`src/core/tpsb_pkg.sv`:
```
// Constants and types for the transceiver PHY status register bank
package tpsb_pkg;

	// Register indices; byte address is four times the index
	localparam logic [9:0]  IDX_REVISION  = 10'h000;
	localparam logic [9:0]  IDX_SCRATCH   = 10'h001;
	localparam logic [9:0]  IDX_TX_SERIAL = 10'h002;
	localparam logic [9:0]  IDX_RX_SERIAL = 10'h003;
	localparam logic [9:0]  IDX_TX_CORE   = 10'h004;
	localparam logic [9:0]  IDX_RX_CORE   = 10'h005;
	localparam logic [9:0]  IDX_ANALOG    = 10'h007;
	localparam logic [9:0]  IDX_INJECT    = 10'h008;
	localparam logic [9:0]  IDX_READBACK  = 10'h009;
	localparam int unsigned WORD_LSB      = 2;

	// Field layout
	localparam int unsigned RATE_W        = 20;
	localparam int unsigned SET_W         = 25;
	localparam int unsigned CHAN_W        = 4;
	localparam int unsigned NUM_CHAN      = 10;
	localparam int unsigned INJ_W         = 2;
	localparam int unsigned SERIAL_DIV    = 40;

	// Reset values
	localparam logic [31:0]      SCRATCH_RESET = 32'h0000_0000;
	localparam logic [31:0]      CTRL_RESET    = 32'h0000_0000;
	localparam logic [SET_W-1:0] SET_RESET     = 25'h002_0080;
	localparam logic [RATE_W-1:0] RATE_RESET   = 20'h0_0000;
	localparam logic [INJ_W-1:0] INJ_RESET     = 2'h0;

	// Gate timing: one millisecond of counting gives kHz directly
	localparam int unsigned CLK_KHZ     = 50000;
	localparam int unsigned GATE_MS     = 1;
	localparam int unsigned GATE_CYCLES = GATE_MS * CLK_KHZ;

	// Analog access control word
	typedef struct packed {
		logic             loopback;
		logic             rd_req;
		logic             wr_req;
		logic [SET_W-1:0] settings;
		logic [CHAN_W-1:0] chan;
	} tpsb_ctrl_t;

	// Analog readback word
	typedef struct packed {
		logic [5:0]       rsvd;
		logic             valid;
		logic [SET_W-1:0] settings;
	} tpsb_reply_t;

	// Bus slave phase tracking
	typedef enum logic [3:0] {
		ST_IDLE = 4'h1,
		ST_WR   = 4'h2,
		ST_RDW  = 4'h4,
		ST_RD   = 4'h8
	} tpsb_state_t;

endpackage : tpsb_pkg

```
`src/core/tpsb_bank.sv`:
```
// Transceiver PHY status register bank with AHB-Lite slave
// Summary of operation
// - Read-only revision word at index zero
// - Scratch word at index one, resets zero
// - Serial TX/RX rates in kHz, 20 bits
// - Core TX/RX rates in kHz, 20 bits
// - Serial clocks run at line rate/40
// - Control bit 31 selects serial loopback
// - Bit 30 reads selected channel each edge
// - Bit 29 writes selected channel each edge
// - Settings bits 28:4 map to readback 24:0
// - Rising inject bit injects one bit error
// - Readback bit 25 valid, bit 26 zero
// - Readback holds last read, resets 0x020080
//
// Implementation choice: the AHB-Lite register port.
`timescale 1ns/1ns
module tpsb_bank #(
	parameter logic [31:0] REVISION    = 32'h0000_0001, // Arbitrary value
	parameter int unsigned GATE_CYCLES = tpsb_pkg::GATE_CYCLES,
	parameter int unsigned KHZ_SCALE   = 1
) (
	// Clock and reset
	input  wire logic                     hclk,
	input  wire logic                     hresetn,
	// AHB-Lite slave
	input  wire logic                     hsel,
	input  wire logic [31:0]              haddr,
	input  wire logic [1:0]               htrans,
	input  wire logic                     hwrite,
	input  wire logic [2:0]               hsize,
	input  wire logic [31:0]              hwdata,
	input  wire logic                     hready,
	output logic                          hreadyout,
	output logic                          hresp,
	output logic [31:0]                   hrdata,
	// Monitored clocks
	input  wire logic                     tx_serial_clk,
	input  wire logic                     rx_serial_clk,
	input  wire logic                     tx_core_clk,
	input  wire logic                     rx_core_clk,
	// Transceiver controls
	output logic                          serial_loopback,
	output logic [tpsb_pkg::NUM_CHAN*tpsb_pkg::SET_W-1:0] chan_settings,
	output logic [tpsb_pkg::INJ_W-1:0]    err_inject
);

	tpsb_pkg::tpsb_state_t                state_r;
	logic [9:0]                           addr_r;
	logic                                 accept;
	tpsb_pkg::tpsb_ctrl_t                 ctrl_r;
	logic [31:0]                          scratch_r;
	logic [tpsb_pkg::INJ_W-1:0]           inj_r;
	logic [tpsb_pkg::INJ_W-1:0]           inj_d_r;
	tpsb_pkg::tpsb_reply_t                reply_r;
	logic [tpsb_pkg::SET_W-1:0]           chan_set_r [tpsb_pkg::NUM_CHAN];
	logic                                 chan_ok;
	logic [31:0]                          rd_nxt;
	logic [15:0]                          gate_cnt_r;
	logic                                 gate_tick;
	logic [tpsb_pkg::RATE_W-1:0]          rate [4];
	logic                                 wr_ctrl;
	logic                                 wr_scratch;
	logic                                 wr_inject;

	assign hresp     = 1'b0;
	assign hreadyout = (state_r != tpsb_pkg::ST_RDW);
	assign accept    = hsel && htrans[1] && hready;
	assign chan_ok   = (ctrl_r.chan < tpsb_pkg::CHAN_W'(tpsb_pkg::NUM_CHAN));

	// Bus phase tracking; reads take one wait state
	always_ff @(posedge hclk or negedge hresetn) begin
		if (!hresetn) begin
			state_r <= tpsb_pkg::ST_IDLE;
		end else begin
			case (state_r)
				tpsb_pkg::ST_RDW: begin
					state_r <= tpsb_pkg::ST_RD;
				end
				default: begin
					if (accept && hwrite) begin
						state_r <= tpsb_pkg::ST_WR;
					end else if (accept) begin
						state_r <= tpsb_pkg::ST_RDW;
					end else begin
						state_r <= tpsb_pkg::ST_IDLE;
					end
				end
			endcase
		end
	end

	// Address capture
	always_ff @(posedge hclk or negedge hresetn) begin
		if (!hresetn) begin
			addr_r <= 10'h000;
		end else if (accept) begin
			addr_r <= (haddr[31:12] == 20'h0_0000) ? haddr[11:tpsb_pkg::WORD_LSB] : 10'h3ff;
		end
	end

	assign wr_ctrl    = (state_r == tpsb_pkg::ST_WR) && (addr_r == tpsb_pkg::IDX_ANALOG);
	assign wr_scratch = (state_r == tpsb_pkg::ST_WR) && (addr_r == tpsb_pkg::IDX_SCRATCH);
	assign wr_inject  = (state_r == tpsb_pkg::ST_WR) && (addr_r == tpsb_pkg::IDX_INJECT);

	always_ff @(posedge hclk or negedge hresetn) begin
		if (!hresetn) begin
			scratch_r <= tpsb_pkg::SCRATCH_RESET;
		end else if (wr_scratch) begin
			scratch_r <= hwdata;
		end
	end

	always_ff @(posedge hclk or negedge hresetn) begin
		if (!hresetn) begin
			ctrl_r <= tpsb_pkg::CTRL_RESET;
		end else if (wr_ctrl) begin
			ctrl_r <= hwdata;
		end
	end

	assign serial_loopback = ctrl_r.loopback;

	always_ff @(posedge hclk or negedge hresetn) begin
		if (!hresetn) begin
			for (int i = 0; i < tpsb_pkg::NUM_CHAN; i++) begin
				chan_set_r[i] <= tpsb_pkg::SET_RESET;
			end
		end else if (ctrl_r.wr_req && chan_ok) begin
			chan_set_r[ctrl_r.chan] <= ctrl_r.settings;
		end
	end

	genvar gc;
	generate
		for (gc = 0; gc < tpsb_pkg::NUM_CHAN; gc++) begin : g_chan
			assign chan_settings[gc*tpsb_pkg::SET_W +: tpsb_pkg::SET_W] = chan_set_r[gc];
		end
	endgenerate

	always_ff @(posedge hclk or negedge hresetn) begin
		if (!hresetn) begin
			reply_r <= {6'h00, 1'b0, tpsb_pkg::SET_RESET};
		end else if (ctrl_r.rd_req && chan_ok) begin
			reply_r <= {6'h00, 1'b1, chan_set_r[ctrl_r.chan]};
		end else if (ctrl_r.rd_req) begin
			reply_r.valid <= 1'b0;
		end
	end

	always_ff @(posedge hclk or negedge hresetn) begin
		if (!hresetn) begin
			inj_r <= tpsb_pkg::INJ_RESET;
		end else if (wr_inject) begin
			inj_r <= hwdata[tpsb_pkg::INJ_W-1:0];
		end
	end

	genvar gb;
	generate
		for (gb = 0; gb < tpsb_pkg::INJ_W; gb++) begin : g_inj
			always_ff @(posedge hclk or negedge hresetn) begin
				if (!hresetn) begin
					inj_d_r[gb]    <= 1'b0;
					err_inject[gb] <= 1'b0;
				end else begin
					inj_d_r[gb]    <= inj_r[gb];
					err_inject[gb] <= inj_r[gb] && !inj_d_r[gb];
				end
			end
		end
	endgenerate

	// Gate timer shared by all monitors
	always_ff @(posedge hclk or negedge hresetn) begin
		if (!hresetn) begin
			gate_cnt_r <= 16'h0000;
		end else if (gate_tick) begin
			gate_cnt_r <= 16'h0000;
		end else begin
			gate_cnt_r <= gate_cnt_r + 16'h0001;
		end
	end

	assign gate_tick = (gate_cnt_r == 16'(GATE_CYCLES - 1));

	// Serial monitors see line rate / 40
	tpsb_rate_mon #(.KHZ_SCALE(KHZ_SCALE)) u_tx_serial (
		.hclk      (hclk),
		.hresetn   (hresetn),
		.mon_clk   (tx_serial_clk),
		.gate_tick (gate_tick),
		.rate_khz  (rate[0])
	);
	tpsb_rate_mon #(.KHZ_SCALE(KHZ_SCALE)) u_rx_serial (
		.hclk      (hclk),
		.hresetn   (hresetn),
		.mon_clk   (rx_serial_clk),
		.gate_tick (gate_tick),
		.rate_khz  (rate[1])
	);
	tpsb_rate_mon #(.KHZ_SCALE(KHZ_SCALE)) u_tx_core (
		.hclk      (hclk),
		.hresetn   (hresetn),
		.mon_clk   (tx_core_clk),
		.gate_tick (gate_tick),
		.rate_khz  (rate[2])
	);
	tpsb_rate_mon #(.KHZ_SCALE(KHZ_SCALE)) u_rx_core (
		.hclk      (hclk),
		.hresetn   (hresetn),
		.mon_clk   (rx_core_clk),
		.gate_tick (gate_tick),
		.rate_khz  (rate[3])
	);

	// Read multiplexer
	always_comb begin
		rd_nxt = 32'h0000_0000;
		if (addr_r == tpsb_pkg::IDX_REVISION) begin
			rd_nxt = REVISION;
		end else if (addr_r == tpsb_pkg::IDX_SCRATCH) begin
			rd_nxt = scratch_r;
		end else if (addr_r == tpsb_pkg::IDX_TX_SERIAL) begin
			rd_nxt = {12'h000, rate[0]};
		end else if (addr_r == tpsb_pkg::IDX_RX_SERIAL) begin
			rd_nxt = {12'h000, rate[1]};
		end else if (addr_r == tpsb_pkg::IDX_TX_CORE) begin
			rd_nxt = {12'h000, rate[2]};
		end else if (addr_r == tpsb_pkg::IDX_RX_CORE) begin
			rd_nxt = {12'h000, rate[3]};
		end else if (addr_r == tpsb_pkg::IDX_ANALOG) begin
			rd_nxt = ctrl_r;
		end else if (addr_r == tpsb_pkg::IDX_INJECT) begin
			rd_nxt = {30'h0000_0000, inj_r};
		end else if (addr_r == tpsb_pkg::IDX_READBACK) begin
			rd_nxt = reply_r;
		end
	end

	// Read data register, loaded in the wait state
	always_ff @(posedge hclk or negedge hresetn) begin
		if (!hresetn) begin
			hrdata <= 32'h0000_0000;
		end else if (state_r == tpsb_pkg::ST_RDW) begin
			hrdata <= rd_nxt;
		end
	end

	a_revision_read: assert property (@(posedge hclk) disable iff (!hresetn)
		state_r == tpsb_pkg::ST_RD && addr_r == tpsb_pkg::IDX_REVISION |-> hrdata == REVISION)
		else $error("revision read wrong");

	a_scratch_write: assert property (@(posedge hclk) disable iff (!hresetn)
		wr_scratch |=> scratch_r == $past(hwdata))
		else $error("scratch not written");

	a_loopback_set: assert property (@(posedge hclk) disable iff (!hresetn)
		wr_ctrl |=> serial_loopback == $past(hwdata[31]))
		else $error("loopback not following bit 31");

	a_chan_read: assert property (@(posedge hclk) disable iff (!hresetn)
		ctrl_r.rd_req && chan_ok |=>
		reply_r.valid && reply_r.settings == $past(chan_set_r[ctrl_r.chan]))
		else $error("channel read wrong");

	a_chan_write: assert property (@(posedge hclk) disable iff (!hresetn)
		ctrl_r.wr_req && chan_ok |=>
		chan_set_r[$past(ctrl_r.chan)] == $past(hwdata[28:4], 1) || $past(wr_ctrl) == 1'b0
		&& chan_set_r[$past(ctrl_r.chan)] == $past(ctrl_r.settings))
		else $error("channel write wrong");

	a_inject_edge: assert property (@(posedge hclk) disable iff (!hresetn)
		err_inject[0] |-> $past(inj_r[0], 1) && !$past(inj_r[0], 2))
		else $error("inject pulse without rising edge");

	a_reply_reserved: assert property (@(posedge hclk) disable iff (!hresetn)
		state_r == tpsb_pkg::ST_RD && addr_r == tpsb_pkg::IDX_READBACK |-> hrdata[31:26] == 6'h00)
		else $error("readback reserved bits set");

	a_read_wait: assert property (@(posedge hclk) disable iff (!hresetn)
		accept && !hwrite |=> !hreadyout ##1 hreadyout)
		else $error("read wait state wrong");

endmodule : tpsb_bank

```
`src/core/tpsb_rate_mon.sv`:
```
// Clock rate monitor: counts sampled edges over a gate window
`timescale 1ns/1ns
module tpsb_rate_mon #(
	parameter int unsigned KHZ_SCALE = 1
) (
	// Clock and reset
	input  wire logic                       hclk,
	input  wire logic                       hresetn,
	// Monitored clock and gate
	input  wire logic                       mon_clk,
	input  wire logic                       gate_tick,
	// Result
	output logic [tpsb_pkg::RATE_W-1:0]     rate_khz
);

	logic        sync1_r;
	logic        sync2_r;
	logic        prev_r;
	logic [23:0] count_r;
	logic [31:0] scaled;

	// Two-stage synchroniser
	always_ff @(posedge hclk or negedge hresetn) begin
		if (!hresetn) begin
			sync1_r <= 1'b0;
			sync2_r <= 1'b0;
			prev_r  <= 1'b0;
		end else begin
			sync1_r <= mon_clk;
			sync2_r <= sync1_r;
			prev_r  <= sync2_r;
		end
	end

	always_ff @(posedge hclk or negedge hresetn) begin
		if (!hresetn) begin
			count_r <= 24'h00_0000;
		end else if (gate_tick) begin
			count_r <= 24'h00_0000;
		end else if (sync2_r && !prev_r && count_r != 24'hff_ffff) begin
			count_r <= count_r + 24'h00_0001;
		end
	end

	assign scaled = {8'h00, count_r} * KHZ_SCALE;

	always_ff @(posedge hclk or negedge hresetn) begin
		if (!hresetn) begin
			rate_khz <= tpsb_pkg::RATE_RESET;
		end else if (gate_tick) begin
			rate_khz <= (scaled[31:20] != 12'h000) ? 20'hf_ffff : scaled[19:0];
		end
	end

	a_rate_hold: assert property (@(posedge hclk) disable iff (!hresetn)
		!$past(gate_tick) |-> $stable(rate_khz))
		else $error("rate changed outside gate");

	a_rate_clear: assert property (@(posedge hclk) disable iff (!hresetn)
		gate_tick |=> count_r == 24'h00_0000)
		else $error("count not cleared at gate");

endmodule : tpsb_rate_mon

```
`config.mk`:
```
export PLATFORM = sky130hd
export DESIGN_NAME = tpsb_bank
export DESIGN_NICKNAME = d
export VERILOG_FILES = /design/src/core/tpsb_pkg.sv /design/src/core/tpsb_bank.sv /design/src/core/tpsb_rate_mon.sv
export SDC_FILE = /design/constraint.sdc
export NUM_CORES = 1
export LEC_CHECK = 0
export ABC_AREA = 1
export BUFFER_PORTS_ARGS = -buffer_cell sky130_fd_sc_hd__buf_4
export CORE_AREA = 2 2 272 274
export CTS_BUF_LIST = sky130_fd_sc_hd__clkbuf_4 sky130_fd_sc_hd__clkbuf_8
export CTS_CLUSTER_SIZE = 30
export DETAILED_ROUTE_END_ITERATION = 12
export DIE_AREA = 0 0 274 276
export GPL_ROUTABILITY_DRIVEN = 0
export PLACE_DENSITY = 0.63
export SYNTH_ARGS = -nofsm -noshare
export SYNTH_HDL_FRONTEND = slang
export SYNTH_HIERARCHICAL = 1
export SYNTH_SLANG_ARGS = --single-unit
```
`constraint.sdc`:
```
create_clock -name hclk -period 2.55 [get_ports hclk]
set_clock_uncertainty 0.05 [all_clocks]
set_input_delay 0.255 -clock hclk [delete_from_list [all_inputs] [get_ports hclk]]
set_output_delay 0.255 -clock hclk [all_outputs]
set_load 0.05 [all_outputs]
```
==> impl_metrics.csv, run 1 <==
group,metric,value,unit
drt,highest-signal-layer,"met4",
floorplan,width_of_the_chip,274,um
outcome,outcome,"completed",
floorplan,die_height,276,um
drt,drt_first_pass_iters,8,
clock_network,cts-buffers-inserted,100,
clock_network,insertion_delay,0.74,ns
drt,met3_wirelength,7.32,mm
clock_network,h_tree_depth_reported_by_cts,3,
layout,final_nets,4121,
timing,final_period_minus_worst_setup_slack,2.35,ns
timing,layout_worst_path_cycle_share,92.1,%
floorplan,boundaryPins,365,
placement,placement.io_buffers,357,
grt,antenna_found_initial,0,
power,totalPowerFinal,20.7,mW
power,leakagePower,18.1,nW
synthesis,synth_common_cells,"sky130_fd_sc_hd__nand2_1, sky130_fd_sc_hd__dfrtp_1, sky130_fd_sc_hd__nor2_1",
timing,timing.final.hold_violations,0,
synthesis,yosysTopAreaCellShare,49.9,%
placement,post-dp-hpwl,67.7,mm
grt,grt_usage,24.9,%
power,power-per-cell-area,583,nW/um2
grt,grt_start_max_net_pins,90,
setup_path,setup.worst_path.start_class,"flop",
synthesis,synth_async_sr_flop_share,100,%
drt,drtAntennaViolNets,0,
synthesis,synth.avg_cell_area,7.93,um2
synthesis,yosys_register_bits,596,
setup_path,crit_path_end_kind,"output port",
clock_network,clock_tree.root_cell,"sky130_fd_sc_hd__clkbuf_8",
power,vdd_ir_drop_max,0.000429,V
layout,synthToLayoutAreaGrowth,23.8,%
clock_network,clkSlewWorstSetupHoldPaths,0.07,ns
floorplan,core_area,72600,um2
synthesis,syn-num-nets,3710,
drt,route.detailed.vias_per_inst,5.15,
synthesis,yosysWarningCount,6,
floorplan,floorplan.initialDensity,39.6,%
layout,drive_above_1_share,19.3,%
drt,initialDrtViolationCount,2341,
drt,routed-via-count,26200,
timing,rsz_0062_raised_after_global_routing,"false",
clock_network,clock_tree.buffer_depth,3,
clock_network,clock_sinks,596,
floorplan,die-area,75600,um2
synthesis,synth_cells,3627,
drt,m1WireLength,41.7,mm
synthesis,netlist_area,28800,um2
synthesis,area_contributors_post_synth,"sky130_fd_sc_hd__dfrtp_1, sky130_fd_sc_hd__nand2_1, sky130_fd_sc_hd__o21ai_0",
setup_path,worst_ep_required_time,2.25,ns
worst_hold_path,worstHoldPathType,"input pin to flop",
timing,timing.fmax,0.426,GHz
drt,drc_markers,0,
timing,worstMarginPinSlew,0.663,ns
grt,grt.overflow.total,0,
synthesis,synth_most_common_cell,"sky130_fd_sc_hd__nand2_1",
timing,final-max-slew-violation-count,0,
layout,fin_util,49.0,%
synthesis,ys.flop_type,"sky130_fd_sc_hd__dfrtp_1",
drt,detailroute.wirelength.met2,43.8,mm
synthesis,synth-edff-count,0,
floorplan,standard_cell_row_count,99,
synthesis,synthDistinctLibCells,45,
timing,normalized_max_slew_margin,55.8,%
timing,report.final.setup_viol,0,
grt,global_route_wire_length_before_repair,147,mm
setup_path,crit_fanout,27,
synthesis,synth_largest_area_cell,"sky130_fd_sc_hd__dfrtp_1",
drt,routed_wirelength_normalized_by_instance_count,18.8,um
setup_path,worst_ep_arrival_time,2.04,ns
timing,fin_setup_tns,0,ns
setup_path,timing.setup.critical_path_class,"flop to output port",
grt,grt_pass1_vias,24700,
flow_run,timing.max_cap.violations,0,
clock_network,tritoncts,"yes",
synthesis,synth_seq_area_share,52.0,%
drt,drt_wl_total,95.6,mm
==> state kept, by name, summed over array words and instances, names as in the netlist, 2 cells and up <==
| register | count |
|---|---|
| u_tx_serial/count_r | 24 |
| u_rx_serial/count_r | 24 |
| u_rx_core/count_r | 24 |
| inj_d_r | 2 |
| u_tx_core/rate_khz | 20 |
| ctrl_r | 31 |
| chan_settings | 250 |
| hrdata | 32 |
| addr_r | 10 |
| inj_r | 2 |
| state_r | 4 |
| u_tx_serial/rate_khz | 20 |
| err_inject | 2 |
| u_rx_serial/rate_khz | 20 |
| reply_r | 26 |
| scratch_r | 32 |
| u_tx_core/count_r | 24 |
| u_rx_core/rate_khz | 20 |
| gate_cnt_r | 16 |
==> critical path, stage by stage, from the launching register on <==
cell and delay (ns):
sky130_fd_sc_hd__dfrtp_1 0.35, sky130_fd_sc_hd__inv_1 0.10, sky130_fd_sc_hd__nand2_1 0.07, sky130_fd_sc_hd__nor3_2 0.10
sky130_fd_sc_hd__buf_4 0.20, sky130_fd_sc_hd__clkinv_1 0.11, sky130_fd_sc_hd__buf_6 0.20, sky130_fd_sc_hd__buf_4 0.22
==> where the power goes <==
group	total (mW)	internal (mW)	switching (mW)
Clock	9.41	5.29	4.13
Sequential	9.94	9.69	0.252
Combinational	1.38	0.492	0.893
==> per-layer routing <==
layer	GRT usage, %	up-vias
met2	39.1	1020
li1	-	12600
met3	4.48	160
met4	8.12	0
met1	34.8	12500
met5	0	-
==> final cells by class <==
type / count / area (um2)
Fill cell: 7100 / 37000
Sequential cell: 596 / 14900
Multi-Input combinational cell: 2580 / 12000
Timing Repair Buffer: 501 / 4250
Clock buffer: 165 / 1990
Tap cell: 959 / 1200
Inverter: 259 / 995
Clock inverter: 21 / 249
Antenna cell: 1 / 2.50
==> path summary, 6_finish.rpt <==
| check | startpoint | end | slack [ns] | cells after the start |
|---|---|---|---|---|
| worst max-delay path | state_r[1] | hreadyout | 0.20 | 7 |
| worst min-delay path | haddr[30] | addr_r[1] | 0.09 | 6 |
| worst max register to register | gate_cnt_r[0] | u_tx_core/count_r[18] | 0.24 | 12 |
| worst min register to register | u_tx_core/sync1_r | u_tx_core/sync2_r | 0.30 | 0 |
| max in group asynchronous | hresetn | u_tx_core/count_r[15] | 1.67 | 3 |
| min in group asynchronous | hresetn | chan_settings[182] | 0.10 | 2 |
==> repair_timing <==
| action | in CTS | in global routing |
|---|---|---|
| setup buffers | 0 | 1 |
| endpoints found under the setup margin | 0 | 10 |
| gates resized for setup | 0 | 1 |
| endpoints found under the hold margin | 662 | 0 |
| hold buffers | 56 | 0 |
==> cell families after synthesis <==
family                   synth area share, %
AND/OR/NAND/NOR                         29.2
adder cells (fa/ha/maj)                0.218
other                                 0.0130
AO/OA/AOI/OAI                           10.7
buffers and inverters                   6.68
XOR/XNOR                                1.19
flip-flops                              52.0
==> cells in the final DEF, fill, tap and decap left out, types with 120 or more instances in the layout <==
cell and n:
sky130_fd_sc_hd__nand2_1 1200, sky130_fd_sc_hd__dfrtp_1 573, sky130_fd_sc_hd__buf_4 417, sky130_fd_sc_hd__nor2_1 342
sky130_fd_sc_hd__o21ai_0 300, sky130_fd_sc_hd__inv_1 217, sky130_fd_sc_hd__nand3_1 150, sky130_fd_sc_hd__a21oi_1 133
sky130_fd_sc_hd__nand4_1 130, sky130_fd_sc_hd__clkbuf_8 120
==> metrics by stage <==
| step | worst slack [ns] | instance area [um2] | hold WS [ns] | cells |
|---|---|---|---|---|
| 6_report | 0.201 | 35600 | 0.0932 | 5082 |
| 5_1_grt | 0.00968 | 35600 | 0.0764 | 5081 |
| 4_1_cts | 0.0630 | 35600 | 0.0442 | 5080 |
| 3_5_place_dp | 0.273 | 32800 | 0.109 | 4838 |
| 3_3_place_gp | 0.281 | 32800 | 0.107 | 4838 |
| 2_1_floorplan | 0.379 | 28800 | -0.0906 | 3627 |
No activity file was read; power rests on OpenSTA's default activity.
==> run 2, diff against run 1 <==
CORE_AREA = 2 2 269 271   (was 2 2 272 274)
DIE_AREA = 0 0 271 273   (was 0 0 274 276)
PLACE_DENSITY = 0.64   (was 0.63)
SYNTH_HIERARCHICAL = not set   (was 1)
==> run 2 against run 1 <==
  * Flip-flop and latch count did not move
  * First-iteration DRC count rose by 18%
  * Final cell count fell by 2.0%
  * Global-route usage rose by 1.0 points
  * Via count fell by 0.16%
  * Count of clock-buffer cells in the layout rose by 9
  * Die area fell by 2.2%
  * Largest power group unchanged
  * Sequential share of layout area rose by 0.58 points
  * Register-to-register slack barely moved
  * Synthesized cell count fell by 2.7%
  * Hold slack improved by 0.022 ns
  * Largest cell class unchanged
  * Total power barely moved
==> impl_metrics.csv, run 2 <==
group,metric,value,unit
timing,worstMarginPinSlew,0.770,ns
synthesis,yosys_register_bits,596,
placement,placement.io_buffers,357,
timing,finalWorstSetupSlack,0.188,ns
timing,hold_slack,0.115,ns
setup_path,endpoint_of_the_worst_register_to_register_path,"u_rx_core.count_r[15]",
layout,fin_util,49.5,%
timing,timing.fmax,0.423,GHz
synthesis,syn-num-nets,3611,
placement,post-dp-hpwl,68.6,mm
placement,dp_worst_setup_slack,0.312,ns
timing,fin_setup_tns,0,ns
layout,layout.cells.most_common_list,"sky130_fd_sc_hd__nand2_1, sky130_fd_sc_hd__dfrtp_1, sky130_fd_sc_hd__buf_4, sky130_fd_sc_hd__o21ai_0, sky130_fd_sc_hd__nor2_1",
floorplan,width_of_the_chip,271,um
drt,drt_wl_total,96.9,mm
synthesis,yosysTopAreaCellShare,50.7,%
synthesis,synth-edff-count,0,
timing,rsz_0062_raised_after_global_routing,"false",
grt,grt_start_max_net_pins,95,
timing,final_period_minus_worst_setup_slack,2.36,ns
power,totalPowerFinal,20.7,mW
timing,layout_worst_path_cycle_share,92.6,%
layout,largest_reg_flops,250,
outcome,outcome,"completed",
drt,routed-via-count,26100,
clock_network,h_tree_depth_reported_by_cts,3,
worst_hold_path,hold_depth,2,
clock_network,post_cts_buffers,0,
drt,drt_first_pass_iters,6,
clock_network,tritoncts,"yes",
floorplan,boundaryPins,365,
synthesis,ys.flop_type,"sky130_fd_sc_hd__dfrtp_1",
timing,final-max-slew-violation-count,0,
floorplan,die_height,273,um
synthesis,synth_seq_area_share,52.8,%
setup_path,crit_fanout,30,
synthesis,synth_common_cells,"sky130_fd_sc_hd__nand2_1, sky130_fd_sc_hd__dfrtp_1, sky130_fd_sc_hd__o21ai_0",
synthesis,synth_async_sr_flop_share,100,%
synthesis,yosysWarningCount,0,
floorplan,standard_cell_row_count,98,
setup_path,worst_ep_required_time,2.25,ns
setup_path,worst_ep_arrival_time,2.06,ns
drt,initialDrtViolationCount,2773,
drt,drtAntennaViolNets,0,
setup_path,critical-path-max-stage-delay,0.54,ns
drt,route.detailed.vias_per_inst,5.25,
setup_path,crit_path_end_kind,"output port",
timing,normalized_max_slew_margin,48.5,%
clock_network,clock_tree.buffer_depth,3,
timing,report.final.setup_viol,0,
floorplan,core_area,71000,um2
setup_path,worst-r2r-cell-count,11,
synthesis,synth_cells,3528,
power,leakagePower,17.4,nW
timing,timing.final.hold_violations,0,
layout,final_nets,4027,
synthesis,area_contributors_post_synth,"sky130_fd_sc_hd__dfrtp_1, sky130_fd_sc_hd__nand2_1, sky130_fd_sc_hd__o21ai_0",
drt,drc_markers,0,
setup_path,setup.reg_to_reg.worst_slack,0.24,ns
worst_hold_path,min_from,"tx_serial_clk",
setup_path,cell_chain_critical_path,"nor3_2, buf_4, inv_1, buf_12, buf_4",
worst_hold_path,hold_end,"u_tx_serial.sync1_r",
grt,grt.overflow.total,0,
power,power-per-cell-area,591,nW/um2
synthesis,netlist_area,28300,um2
clock_network,clock_sinks,596,
synthesis,synth_most_common_cell,"sky130_fd_sc_hd__nand2_1",
grt,grt_pass1_vias,25000,
floorplan,floorplan.initialDensity,39.8,%
layout,drive_above_1_share,18.1,%
clock_network,insertion_delay,0.74,ns
clock_network,clkSlewWorstSetupHoldPaths,0.06,ns
setup_path,crit-reg2reg-launch,"gate_cnt_r[0]",
synthesis,synth.avg_cell_area,8.02,um2
floorplan,die-area,74000,um2
clock_network,clock_tree.root_cell,"sky130_fd_sc_hd__clkbuf_8",
grt,global_route_wire_length_before_repair,150,mm
drt,routed_wirelength_normalized_by_instance_count,19.5,um
synthesis,synth_largest_area_cell,"sky130_fd_sc_hd__dfrtp_1",
flow_run,timing.max_cap.violations,0,
layout,synthToLayoutAreaGrowth,24.1,%
layout,layout_commonest_cell,"sky130_fd_sc_hd__nand2_1",
grt,antenna_found_initial,1,
synthesis,synthDistinctLibCells,44,
setup_path,timing.setup.critical_path_class,"flop to output port",
setup_path,critPathSlowestCell,"sky130_fd_sc_hd__dfstp_2",
clock_network,cts-buffers-inserted,102,
grt,grt_usage,25.9,%
power,vdd_ir_drop_max,0.000393,V
setup_path,crit_top_cell,"sky130_fd_sc_hd__buf_4",
setup_path,setup.worst_path.start_class,"flop",
worst_hold_path,worstHoldPathType,"input pin to flop",
==> run 2: cell types whose count changed in the layout (fill, tap and decap cells not counted), moves of 16 or more <==
cell,before,now
sky130_fd_sc_hd__nand2_1,1200,1017
sky130_fd_sc_hd__o21ai_0,300,403
sky130_fd_sc_hd__nor3_1,13,58
sky130_fd_sc_hd__o21bai_1,25,0
sky130_fd_sc_hd__o21ai_1,81,59
sky130_fd_sc_hd__nand3_1,150,171
sky130_fd_sc_hd__nand2_2,34,16
sky130_fd_sc_hd__nor2_4,25,8
sky130_fd_sc_hd__nor2_2,27,11
==> run 2: metrics by stage <==
stage / cell area (um2) / instances
floorplan: 28300 / 3528
global placement: 32200 / 4733
detailed placement: 32200 / 4733
CTS: 35100 / 4978
global route: 35100 / 4980
finish: 35100 / 4980
==> run 2: timing repair <==
action                                 4_1_cts  5_1_grt
setup endpoints to repair                    0        5
endpoints found under the hold margin      652        0
gates resized for setup                      0        1
hold buffers                                56        0
==> run 2: worst max path at each step <==
stage	from	to
3_5_place_dp	gate_cnt_r[0]	u_rx_core.count_r[19]
4_1_cts	state_r[0]	hreadyout
6_report	state_r[0]	hreadyout
2_1_floorplan	u_tx_serial.count_r[0]	u_tx_serial.count_r[18]
3_3_place_gp	u_rx_serial.count_r[0]	u_rx_serial.count_r[9]
5_1_grt	gate_cnt_r[0]	u_rx_core.count_r[15]
==> run 2: final cells by class <==
| class | count | area, um2 |
|---|---|---|
| Antenna cell | 1 | 2.50 |
| Clock buffer | 174 | 2140 |
| Clock inverter | 15 | 148 |
| Fill cell | 6874 | 35900 |
| Inverter | 259 | 978 |
| Multi-Input combinational cell | 2487 | 11500 |
| Sequential cell | 596 | 14900 |
| Tap cell | 950 | 1190 |
| Timing Repair Buffer | 498 | 4170 |
==> run 2: critical path: cells and delay by family, from the launching register on <==
kind,cells,cell delay [ns]
flops,1,0.54
buf+inv,4,0.77
simple gates,1,0.04
==> run 2: power breakdown <==
group / total (mW) / internal, mW / switching, mW
logic: 1.26 / 0.428 / 0.828
clock network: 9.59 / 5.41 / 4.18
registers: 9.89 / 9.66 / 0.235
total: 20.7 / 15.5 / 5.24
==> run 2: cell families after synthesis <==
group           after synthesis  share of synthesized area [%]
fa+ha+maj                     5                          0.221
compound gates              658                           12.3
xor+xnor                     45                           1.39
other cells                   1                         0.0133
buf+inv                     446                           6.71
simple gates               1777                           26.5
flops                       596                           52.8
==> run 2: per-layer routing <==
metal / wire (um) / global-route usage (%) / vias to the layer above / part of all wire, %
met5: 0 / 0 / - / 0
met4: 2650 / 8.35 / 0 / 2.7
met3: 7530 / 5.13 / 168 / 7.8
li1: - / - / 12400 / -
met1: 41100 / 34.8 / 12600 / 42
met2: 45700 / 42.2 / 1034 / 47
